## config.mk

```make
export PLATFORM = sky130hd
export DESIGN_NAME = quinary_addr_select
export DESIGN_NICKNAME = d
export VERILOG_FILES = /design/src/include/addr_select_pkg.sv /design/src/core/quinary_addr_select.sv
export SDC_FILE = /design/constraint.sdc
export NUM_CORES = 1
export LEC_CHECK = 0
export BUFFER_PORTS_ARGS = -buffer_cell sky130_fd_sc_hd__buf_2
export CAP_MARGIN = 15
export CELL_PAD_IN_SITES_DETAIL_PLACEMENT = 0
export CELL_PAD_IN_SITES_GLOBAL_PLACEMENT = 1
export CORE_MARGIN = 1
export CORE_UTILIZATION = 38
export DETAILED_ROUTE_END_ITERATION = 6
export GPL_ROUTABILITY_DRIVEN = 0
export PLACE_DENSITY = 0.86
export SETUP_SLACK_MARGIN = 0.1
export SYNTH_ARGS = -nofsm -noshare
export SYNTH_HDL_FRONTEND = slang
export SYNTH_SLANG_ARGS = --single-unit
```

## constraint.sdc

```tcl
create_clock -name CLOCK -period 3.3 [get_ports CLOCK]
set_clock_uncertainty 0.05 [all_clocks]
set_input_delay 0.33 -clock CLOCK [delete_from_list [all_inputs] [get_ports CLOCK]]
set_output_delay 0.33 -clock CLOCK [all_outputs]
set_load 0.005 [all_outputs]
```

## src/include/addr_select_pkg.sv

```systemverilog
// package: pad states, address constants and carried struct
package addr_select_pkg;

    // pad state codes, ground first
    typedef enum logic [2:0] {
        PAD_GROUND,
        PAD_PULLDOWN,
        PAD_FLOATING,
        PAD_PULLUP,
        PAD_SUPPLY
    } pad_state_t;

    localparam int          ADDR_W        = 7;
    localparam int          PAD_COUNT     = 3;
    localparam int          LED_COUNT     = 16;
    localparam int          STATE_COUNT   = 5;
    localparam int          PAD_CODE_W    = 3;
    localparam logic [6:0]  ADDR_BASE     = 7'h01;
    localparam logic [6:0]  WEIGHT_ONE    = 7'h05;
    localparam logic [6:0]  WEIGHT_TWO    = 7'h19;
    localparam logic [6:0]  ADDR_RESET    = 7'h00;
    localparam logic [2:0]  CODE_RESET    = 3'h0;
    localparam logic [2:0]  CODE_MAX      = 3'h4;
    localparam logic [1:0]  SETTLE_RESET  = 2'h0;
    localparam logic [1:0]  SETTLE_LAST   = 2'h1;

    // one sampled code per pad
    typedef struct packed {
        logic [2:0] pad_two;
        logic [2:0] pad_one;
        logic [2:0] pad_zero;
    } pad_codes_t;

endpackage : addr_select_pkg

```

## src/core/quinary_addr_select.sv

```systemverilog
// quinary pad address select, latch and output enable gating
`timescale 1ns/1ns
`default_nettype none

module quinary_addr_select (
    // clock and reset
    input  wire  logic                 CLOCK,
    input  wire  logic                 RESETN,
    input  wire  logic                 CLOCK_EN,
    // software reset request from the bus logic, same clock
    input  wire  logic                 SOFT_RESET,
    // classified pad states from the analog front end, asynchronous
    input  wire  logic [2:0]           ADDR_PAD_ZERO,
    input  wire  logic [2:0]           ADDR_PAD_ONE,
    input  wire  logic [2:0]           ADDR_PAD_TWO,
    // pad bias enable to the analog front end
    output var   logic                 PAD_SENSE_EN,
    // output enable pin, active low, asynchronous
    input  wire  logic                 OUTPUT_EN_N,
    // led request from the core, same clock
    input  wire  logic [15:0]          LED_REQ,
    // results
    output var   logic [6:0]           SLAVE_ADDR,
    output var   logic                 ADDR_VALID,
    output var   logic [15:0]          LED_OUT
);

    // ========================================
    // state
    typedef enum logic [1:0] {
        ST_SETTLE,
        ST_CAPTURE,
        ST_HELD
    } phase_t;

    phase_t                        phase_q;
    phase_t                        phase_d;
    logic [1:0]                    settle_q;
    logic [1:0]                    settle_d;
    logic                          valid_d;
    logic                          sense_d;
    logic                          load_w;
    logic [15:0]                   led_d;
    addr_select_pkg::pad_codes_t   meta_q;
    addr_select_pkg::pad_codes_t   sync_q;
    addr_select_pkg::pad_codes_t   pads_w;
    logic [1:0]                    oe_sync_q;
    logic [6:0]                    addr_q;
    logic [6:0]                    addr_d;
    logic                          valid_q;
    logic                          sense_q;
    logic [15:0]                   led_q;

    // ========================================
    // pad synchronisers
    assign pads_w.pad_zero = ADDR_PAD_ZERO;
    assign pads_w.pad_one  = ADDR_PAD_ONE;
    assign pads_w.pad_two  = ADDR_PAD_TWO;

    always_ff @(posedge CLOCK or negedge RESETN) begin
        if (!RESETN) begin
            meta_q <= '0;
            sync_q <= '0;
        end else if (CLOCK_EN) begin
            meta_q <= pads_w;
            sync_q <= meta_q;
        end
    end

    // ========================================
    // output enable synchroniser
    // resets to the disabled level so no led lights before sync fills
    always_ff @(posedge CLOCK or negedge RESETN) begin
        if (!RESETN) begin
            oe_sync_q <= 2'h3;
        end else if (CLOCK_EN) begin
            oe_sync_q <= {oe_sync_q[0], OUTPUT_EN_N};
        end
    end

    // ========================================
    // decode
    // out-of-range codes clamp to supply so every pad has one state
    logic [8:0] raw_w;
    logic [2:0] code_w [addr_select_pkg::PAD_COUNT];
    assign raw_w = sync_q;

    genvar g;
    generate
        for (g = 0; g < addr_select_pkg::PAD_COUNT; g++) begin : g_pad
            assign code_w[g] =
                (raw_w[g*addr_select_pkg::PAD_CODE_W +: 3]
                    > addr_select_pkg::CODE_MAX)
                ? addr_select_pkg::CODE_MAX
                : raw_w[g*addr_select_pkg::PAD_CODE_W +: 3];
        end
    endgenerate

    logic [6:0] term_two;
    logic [6:0] term_one;
    assign term_two = 7'(addr_select_pkg::WEIGHT_TWO * {4'h0, code_w[2]});
    assign term_one = 7'(addr_select_pkg::WEIGHT_ONE * {4'h0, code_w[1]});
    // ground-all gives 01, pad zero at supply gives 05
    assign addr_d = 7'(term_two + term_one + {4'h0, code_w[0]}
                    + addr_select_pkg::ADDR_BASE);

    // ========================================
    // sequence
    // settle waits until both synchroniser stages hold live pad codes
    always_comb begin
        phase_d  = phase_q;
        settle_d = settle_q;
        case (phase_q)
            ST_SETTLE: begin
                if (settle_q == addr_select_pkg::SETTLE_LAST) begin
                    phase_d = ST_CAPTURE;
                end else begin
                    settle_d = settle_q + 2'h1;
                end
            end
            ST_CAPTURE: phase_d = ST_HELD;
            ST_HELD:    phase_d = ST_HELD;
            default:    phase_d = ST_SETTLE;
        endcase
        if (SOFT_RESET) begin
            phase_d  = ST_SETTLE;
            settle_d = addr_select_pkg::SETTLE_RESET;
        end
    end

    // named next values
    assign load_w  = (phase_q == ST_CAPTURE) && !SOFT_RESET;
    assign valid_d = SOFT_RESET ? 1'b0 : (valid_q || load_w);
    assign sense_d = (phase_d != ST_HELD);
    assign led_d   = oe_sync_q[1] ? '0 : LED_REQ;

    always_ff @(posedge CLOCK or negedge RESETN) begin
        if (!RESETN) begin
            phase_q  <= ST_SETTLE;
            settle_q <= addr_select_pkg::SETTLE_RESET;
        end else if (CLOCK_EN) begin
            phase_q  <= phase_d;
            settle_q <= settle_d;
        end
    end

    // ========================================
    // address latch
    always_ff @(posedge CLOCK or negedge RESETN) begin
        if (!RESETN) begin
            addr_q <= addr_select_pkg::ADDR_RESET;
        end else if (CLOCK_EN && load_w) begin
            addr_q <= addr_d;
        end
    end

    always_ff @(posedge CLOCK or negedge RESETN) begin
        if (!RESETN) begin
            valid_q <= 1'b0;
        end else if (CLOCK_EN) begin
            valid_q <= valid_d;
        end
    end

    // ========================================
    // pad bias
    always_ff @(posedge CLOCK or negedge RESETN) begin
        if (!RESETN) begin
            sense_q <= 1'b1;
        end else if (CLOCK_EN) begin
            sense_q <= sense_d;
        end
    end

    // ========================================
    // led gating
    always_ff @(posedge CLOCK or negedge RESETN) begin
        if (!RESETN) begin
            led_q <= '0;
        end else if (CLOCK_EN) begin
            led_q <= led_d;
        end
    end

    assign SLAVE_ADDR   = addr_q;
    assign ADDR_VALID   = valid_q;
    assign PAD_SENSE_EN = sense_q;
    assign LED_OUT      = led_q;

endmodule : quinary_addr_select

`default_nettype wire

```

Yosys cells after proc, flatten, opt, wreduce, memory -nomap -nowiden
Index checks and enable logic that the tools add are counted.

Output and inout bits: 25. RAM bits: 0. Latch bits: 0. Word-level logic and storage cells: 46. Flip-flop bits (word level): 49. Memories: 0. Input port bits: 30. ROM bits: 0.

Eq/ne operators: 5. Reductions and logical operators: 8. Multiply operators: 2. Order comparisons: 3. Divide/modulo/power cells: 0. Shifts and indexed selects: 0. Add/sub/neg operators: 4. Bitwise logic cells: 0. Mux-type cells: 11.

Operators with widths (number): $mux W16 (1); $mux W2 (5); $gt A3 B3 Y1 const B (3); $mux W3 (3); $add A7 B1 Y7 const B (1); $add A7 B3 Y7 (1); $add A7 B6 Y7 (1); $mul A5 B3 Y7 const A (1); $mul A3 B3 Y6 const A (1); $eq A2 B1 Y1 const B (2); $ne A2 B2 Y1 const B (2); $pmux W2 S2 (1); $reduce_and A3 Y1 (1); $add A2 B1 Y2 const B (1); $eq A2 B2 Y1 const B (1); $logic_and A1 B1 Y1 (2); $logic_not A2 Y1 (1); $reduce_bool A2 Y1 (1); $reduce_or A2 Y1 (1); $logic_not A1 Y1 (1); $logic_or A1 B1 Y1 (1); $mux W1 (1).

Depth between registers and ports, before layout
Gate-level depths: netlist (run 1).

Word-level depth: 6. Gate-level depth with buffers: 13. Gate-level depth less buffers: 13.

Least setup slack after synthesis (run 1)
OpenSTA, ideal clock, no wires.

Path kind: register to register. Start point: register sync_q (netlist bit raw_w[4]). End point: register addr_q[6] (netlist: SLAVE_ADDR[6]). Path buffers: 0. Required time: 3.168 ns. Library setup time: 0.082 ns. Arrival time: 3.009 ns. Setup slack: 0.159 ns. Stages on the path, launching flop included: 14. Clock period less this slack: 3.141 ns. Cells stage by stage: dfrtp_1 > xnor2_1 > nor2_1 > ha_1 > a31o_2 > ha_1 > inv_1 > fa_1 > inv_1 > ha_1 > a21o_1 > and4_4 > or3_1 > a31oi_1.

Longest elaborated chain between the ends: 6.

Ends and longest elaborated chain: start: declaration (RTL line quinary_addr_select.sv:45) `addr_select_pkg::pad_codes_t sync_q;`; start signal: assignment (RTL line quinary_addr_select.sv:66) `sync_q <= meta_q;`; $gt A3 B3 Y1 (RTL line quinary_addr_select.sv:93) `> addr_select_pkg::CODE_MAX)`; $mux W3 * (RTL line quinary_addr_select.sv:94) `? addr_select_pkg::CODE_MAX`; $mul A3 B3 Y6 * (RTL line quinary_addr_select.sv:102) `assign term_one = 7'(addr_select_pkg::WEIGHT_ONE * {4'h0, code_w[1]});`; $add A7 B6 Y7 * (RTL line quinary_addr_select.sv:104) `assign addr_d = 7'(term_two + term_one + {4'h0, code_w[0]}`; $add A7 B3 Y7 * (RTL line quinary_addr_select.sv:104); $add A7 B1 Y7 * (RTL line quinary_addr_select.sv:105) `+ addr_select_pkg::ADDR_BASE);`; end signal: assignment (RTL line quinary_addr_select.sv:151) `addr_q <= addr_select_pkg::ADDR_RESET;`; end signal: assignment (RTL line quinary_addr_select.sv:153) `addr_q <= addr_d;`; end: declaration (RTL line quinary_addr_select.sv:48) `logic [6:0] addr_q;`.

Mark *: on every way between the ends. The rest lies on a longest branch, timed or not. A chain may end at the register's enable or synchronous reset.

Worst setup path after layout (run 1)
Start point: register sync_q (netlist bit raw_w[3]). End point: register addr_q[6] (netlist: SLAVE_ADDR[6]).

The elaborated chain is that of the path after synthesis.

==> metrics.md, run 1 <==
| Metric | Value |
|---|---|
| Status | completed |
| Top cells by area, synth | dfrtp_1 45%, ha_1 12%, mux2_2 8.0% |
| Global Route Usage Sum | 13.8% |
| Sequential-to-total area share from yosys stat | 48.6% |
| CP bufs+invs | 2 |
| Global route overflow | 0 |
| CP Launch Type | flop |
| Register Area | 1230 µm² |
| Tcrit/Tclk final | 94.1% |
| Clock slew at reported path FFs | 0.09 ns |
| Final net count | 350 |
| Post-synth top area share | 45.5% |
| Tightest Pin Transition | 0.631 ns |
| Die span in y | 83.6 µm |
| Worst setup endpoint | SLAVE_ADDR[6]$_DFFE_PN0P_ |
| RR Startpoint | raw_w[3]$_DFFE_PN0P_ |
| Max Cap Viol | 0 |
| Hold crit path type | input pin to flop |
| Top delay family on crit path | adder cells |
| EDFF count, synth | 0 |
| Top-count cell post-synth | dfrtp_1 |
| Post-Syn Nets | 292 |
| Layout Cells excl Fill | 371 |
| Critical Path RT | 3.48 ns |
| Setup slack, reg-to-reg | 0.19 ns |
| Post-synth ARST share | 100% |
| Port Buffers | 54 |
| Antenna fix cells | 0 |
| Initial antenna violation count | 0 |
| Remaining antenna violation count | 0 |
| Vias in the first global route | 1794 |
| Synthesized cell area | 2530 µm² |
| Critical-path cell list | xnor2_1 -> nor2_1 -> ha_2 -> a31o_4 -> ha_4 -> inv_2 -> fa_1 -> inv_1 -> ha_1 -> a21o_1 -> and4_4 -> or3_1 -> a31oi_1 |
| Clk sinks | 49 |
| Core box area | 6390 µm² |
| Detail Placement HPWL | 3.33 mm |
| RSZ-0062 raised after global routing | yes |
| Die Area | 6990 µm² |
| Clock buffer depth | 2 |
| R2R Path End | SLAVE_ADDR[6]$_DFFE_PN0P_ |
| Area delta synth->final | 22.0% |
| H-tree depth | 2 |
| Reg2Reg Depth | 13 |
| Routed vias | 1777 |
| Io pins | 55 |
| WL/cell | 12.0 µm |
| Fill cells | 606 |
| Crit path from | raw_w[3]$_DFFE_PN0P_ |
| Clock root buffer | clkbuf_8 |
| Std cell rows | 29 |
| Minimum clock period | 3.11 ns |
| Vias per inst | 4.79 |
| CTS Buf Count | 5 |
| Synth Register Bits | 49 |
| Critical Path Sink Type | flop |
| First drt pass iteration count | 4 |
| CP Depth | 13 |
| Share of cells above drive strength 1 | 33.7% |
| DRT Wirelength | 4.46 mm |
| Dpl cells | 358 |
| Max VDD drop | 266 µV |
| Design Area, Final | 3090 µm² |
| Number of warnings issued by yosys | 0 |
| Fmax achieved | 322 MHz |
| Initial Util | 39.6% |
| WS Path Type | flop to flop |
| Top post-synthesis cells by count | 46 x dfrtp_1, 35 x inv_1, 25 x o21ai_0, 24 x ha_1, 18 x mux2_2 |
| Placement-stage cell area | 2880 µm² |
| Cell variety after synth | 31 |
| Max-slew violation count | 0 |
| TritonCTS clock tree | yes |
| Power per cell area | 630 nW/µm² |
| Clk_lat worst skew | 0.29 ns |
| Setup Viol. Count Final | 0 |
| Worst-path maximum fanout | 3 |
| Syn avg cell area | 10.8 µm² |
| Initial DRC count | 30 |
| Arrival @ worst endpoint | 3.28 ns |
| Synth Flop Type | dfrtp_1 |
| Area occupied by multi-input gates | 1170 µm² |
| Pin count of the biggest net entering global routing | 39 |
| Residual DRC count | 0 |
| First-pass GRT wire length | 7.82 mm |
| Slew HR | 58.0% |
| Post-synth top area cell | dfrtp_1 |
| Post-Syn Instances | 235 |
| Post-Route Setup TNS | 0 ns |
| Die Wd | 83.6 µm |
| Final hold violations | 0 |
| Slowest cell on the critical path | fa_1 |
| Slowest stage delay, CP | 0.55 ns |
| Fin util | 48.3% |
| LEAKAGE | 1.52 nW |
-- placed cells by master (no fill, tap or decap), types with 2 or more instances in the layout --
cell type	instances
a21boi_0	2
a21oi_1	5
buf_2	54
buf_4	8
clkbuf_8	6
dfrtp_1	46
dfstp_2	3
fa_1	2
ha_1	20
ha_4	3
inv_1	34
mux2_2	18
nand2_1	15
nand2b_1	2
nand3_1	2
nand3b_1	17
nor2_1	3
nor2b_1	5
nor3b_1	2
o21ai_0	24
o22ai_1	2
xnor2_1	3
xor2_1	2
-- area by class of cell --
type	instances	share of cell area, %
flip-flops and latches	49	39.9
multi-input cells	139	38.0
repair buffers	63	11.0
inverters	35	4.26
well taps	77	3.12
clock buffers	7	2.80
clock inverters	1	0.973
-- metal layers --
layer  wire [µm]  share of wire [%]  global-route usage [%]
met1        2040                 46                    17.0
met2        2100                 47                    23.4
met5           0                  0                       0
met3         278                6.2                    4.35
met4          40               0.90                    3.70
-- power by group --
part	switching, W	internal, W
registers	0.0000700	0.000730
clock network	0.000192	0.000247
logic	0.000348	0.000356
total	0.000611	0.00133
-- state kept, by name, indices dropped and copies added, names as in the netlist --
register / count
meta_q: 9
SLAVE_ADDR: 7
settle_q: 2
ADDR_VALID: 1
PAD_SENSE_EN: 1
raw_w: 9
oe_sync_q: 2
LED_OUT: 16
phase_q: 2
-- what timing repair did --
action | in CTS | in global routing
gates resized for setup | 0 | 8
setup endpoints to repair | 1 | 2
buffers inserted | 4 | 0
hold endpoints to repair | 21 | 0
hold buffers | 1 | 0
pin swaps | 1 | 11
cloned | 0 | 0
-- worst min-delay path by stage --
stage                           from                         to  slack [ns]  cells past startpoint
after detailed placement      RESETN  SLAVE_ADDR[5]$_DFFE_PN0P_        0.29                      1
after global placement        RESETN  SLAVE_ADDR[5]$_DFFE_PN0P_        0.28                      1
after global routing      SOFT_RESET     ADDR_VALID$_DFFE_PN0P_        0.19                      2
after floorplan               RESETN     ADDR_VALID$_DFFE_PN0P_       -0.02                      0
final                     SOFT_RESET     ADDR_VALID$_DFFE_PN0P_        0.19                      2
after CTS                 SOFT_RESET     ADDR_VALID$_DFFE_PN0P_        0.19                      2
-- per-stage QoR --
stage | setup WS, ns | hold WS [ns] | power, W
6_report | 0.194 | 0.189 | 0.00194
5_1_grt | 0.0160 | 0.193 | 0.00212
4_1_cts | 0.147 | 0.187 | 0.00193
3_5_place_dp | 0.0475 | 0.291 | 0.00147
3_3_place_gp | 0.0870 | 0.275 | 0.00145
2_1_floorplan | 0.159 | -0.0156 | 0.00126
-- cell families after synthesis --
group                      count (synthesis)  synth area share (%)
AOI/OAI and AO/OA                         40                  8.90
adders and majority gates                 27                  14.2
buffers and inverters                     47                  7.12
and+or+nand+nor                           49                  11.4
DFF                                       49                  48.6
muxes                                     18                  8.01
xor gates and xnor gates                   5                  1.73
Power figures use the tool's default switching activity.
==> run 2, diff against run 1 <==
Settings changed: PLACE_DENSITY 0.86 to unset, PLACE_DENSITY_LB_ADDON set to 0.1.
==> run 2 against run 1 <==
  * The run now ends with negative hold slack left
  * Worst hold slack worse by 0.20 ns
  * Clock power shrank 21%
  * Power decreased by 5.8%
  * Final area shrank 1.8%
  * Largest cell class unchanged
==> metrics.md, run 2 (same netlist as run 1, synthesis figures left out) <==
| Metric | Value |
|---|---|
| Detail Placement HPWL | 3.21 mm |
| Residual DRC count | 0 |
| Setup slack, reg-to-reg | 0.13 ns |
| Worst-path maximum fanout | 4 |
| Final net count | 350 |
| Vias per inst | 4.75 |
| Slowest stage delay, CP | 0.55 ns |
| Slew HR | 57.6% |
| Clock slew at reported path FFs | 0.09 ns |
| Global route overflow | 0 |
| Fmax achieved | 316 MHz |
| CP Launch Type | flop |
| First-pass GRT wire length | 7.63 mm |
| Status | complete, but fails checks |
| Max VDD drop | 297 µV |
| Comb pwr share | 37.3% |
| Post-Route Setup TNS | 0 ns |
| Initial antenna violation count | 0 |
| Std cell rows | 29 |
| Initial Util | 39.6% |
| Die Area | 6990 µm² |
| WS Path Type | flop to flop |
| Power Internal | 0.00123 W |
| Tightest Pin Transition | 0.636 ns |
| Critical Path Sink Type | flop |
| Most common cell after layout, fill and taps aside | buf_2 |
| CP Depth | 11 |
| Clk sinks | 49 |
| Clock root buffer | clkbuf_8 |
| Highest-count cells in the layout ignoring fill and taps | 54 x buf_2, 46 x dfrtp_1, 34 x inv_1 |
| WL/cell | 12.1 µm |
| Design Area, Final | 3030 µm² |
| CP bufs+invs | 2 |
| Max Cap Viol | 0 |
| Die Wd | 83.6 µm |
| Reg2Reg Depth | 11 |
| Remaining antenna violation count | 0 |
| P_sw | 0.000606 W |
| PnR Total Power | 0.00183 W |
| Core box area | 6390 µm² |
| Max reg flops | 16 |
| Most frequent cell on the critical path | ha_1 |
| Top delay family on crit path | adder cells |
| Critical Path RT | 3.48 ns |
| H-tree depth | 2 |
| Share of cells above drive strength 1 | 33.7% |
| Clock power share | 19.0% |
| Slowest cell on the critical path | fa_1 |
| Clk_lat worst skew | 0.30 ns |
| TritonCTS clock tree | yes |
| First drt pass iteration count | 4 |
| Critical-path cell list | or2_2 -> ha_1 -> ha_4 -> inv_2 -> fa_1 -> inv_1 -> ha_1 -> a21o_1 -> and4_4 -> or3_1 -> a31oi_1 |
| Area delta synth->final | 19.8% |
| Violated checks | negative hold slack |
| Worst setup endpoint | SLAVE_ADDR[6]$_DFFE_PN0P_ |
| Layout Cells excl Fill | 371 |
| Setup Viol. Count Final | 0 |
| Worst hold slack | -0.00710 ns |
| Crit path from | raw_w[5]$_DFFE_PN0P_ |
| Flop pwr share | 43.6% |
| Io pins | 55 |
| Routed vias | 1761 |
| Die span in y | 83.6 µm |
| Fill cells | 639 |
| Initial DRC count | 27 |
| CTS Buf Count | 5 |
| RSZ-0062 raised after global routing | yes |
| Antenna fix cells | 0 |
| Hold crit path type | input pin to asynchronous set/reset pin |
| Tcrit/Tclk final | 95.9% |
| Port Buffers | 54 |
| Fin util | 47.5% |
| Dpl cells | 358 |
| Minimum clock period | 3.17 ns |
| Power per cell area | 605 nW/µm² |
| Max-slew violation count | 0 |
| Arrival @ worst endpoint | 3.34 ns |
| RR Startpoint | raw_w[5]$_DFFE_PN0P_ |
| LEAKAGE | 1.51 nW |
| Placement-stage cell area | 2880 µm² |
| Clock buffer depth | 2 |
| DRT Wirelength | 4.49 mm |
| Sw frac | 33.1% |
| Final hold violations | 22 |
| R2R Path End | SLAVE_ADDR[6]$_DFFE_PN0P_ |
| Global Route Usage Sum | 13.8% |
| Pin count of the biggest net entering global routing | 51 |
| Vias in the first global route | 1761 |
[run 2: worst reg2reg max path, delay by kind of cell (launching register included)]
kind	cells	cell delay, ns
AOI/OAI and AO/OA	2	0.33
adders and majority gates	4	1.40
buffers and inverters	2	0.08
DFF	1	0.41
and+or+nand+nor	3	0.82
[run 2: metrics by stage]
step	hold slack, ns	setup WS, ns
after floorplan	-0.0156	0.159
after global placement	0.353	0.0677
after detailed placement	0.349	0.0269
after CTS	0.0121	0.114
after global routing	0.0432	-0.000171
final	-0.00710	0.135
[run 2: how the worst min path moves through the flow]
stage	startpoint	to	depth (start not counted)
2_1_floorplan	RESETN	ADDR_VALID$_DFFE_PN0P_	0
3_3_place_gp	RESETN	SLAVE_ADDR[4]$_DFFE_PN0P_	1
3_5_place_dp	RESETN	SLAVE_ADDR[4]$_DFFE_PN0P_	1
4_1_cts	RESETN	LED_OUT[4]$_DFFE_PN0P_	1
5_1_grt	RESETN	LED_OUT[4]$_DFFE_PN0P_	1
6_report	RESETN	SLAVE_ADDR[4]$_DFFE_PN0P_	1
[run 2: power groups by stage]
stage                     Sequential [W]  Combinational (W)  Clock (W)
after floorplan                 0.000810           0.000447          0
after global placement          0.000811           0.000651          0
after detailed placement        0.000816           0.000654          0
after CTS                       0.000802           0.000681   0.000369
after global routing            0.000820           0.000799   0.000391
final                           0.000799           0.000684   0.000349
[run 2: final cells by class]
type / count / area [µm²] / area share [%]
Clock buffer: 6 / 72.6 / 2.39
Clock inverter: 2 / 13.8 / 0.454
Inverter: 35 / 131 / 4.34
Multi-Input combinational cell: 139 / 1150 / 37.9
Sequential cell: 49 / 1230 / 40.6
Tap cell: 77 / 96.3 / 3.18
Timing Repair Buffer: 63 / 338 / 11.1
[run 2: layer usage]
metal / track usage, % / up-vias / share of wire (%)
li1: - / 895 / -
met1: 16.8 / 829 / 47
met2: 23.0 / 31 / 47
met3: 3.46 / 6 / 4.2
met4: 6.01 / 0 / 1.6
met5: 0 / - / 0
[run 2: repair_timing]
item | 4_1_cts | 5_1_grt
pin swaps | 1 | 8
buffers inserted | 4 | 1
endpoints found under the setup margin | 1 | 3
resized for setup | 0 | 6
hold buffers | 0 | 0
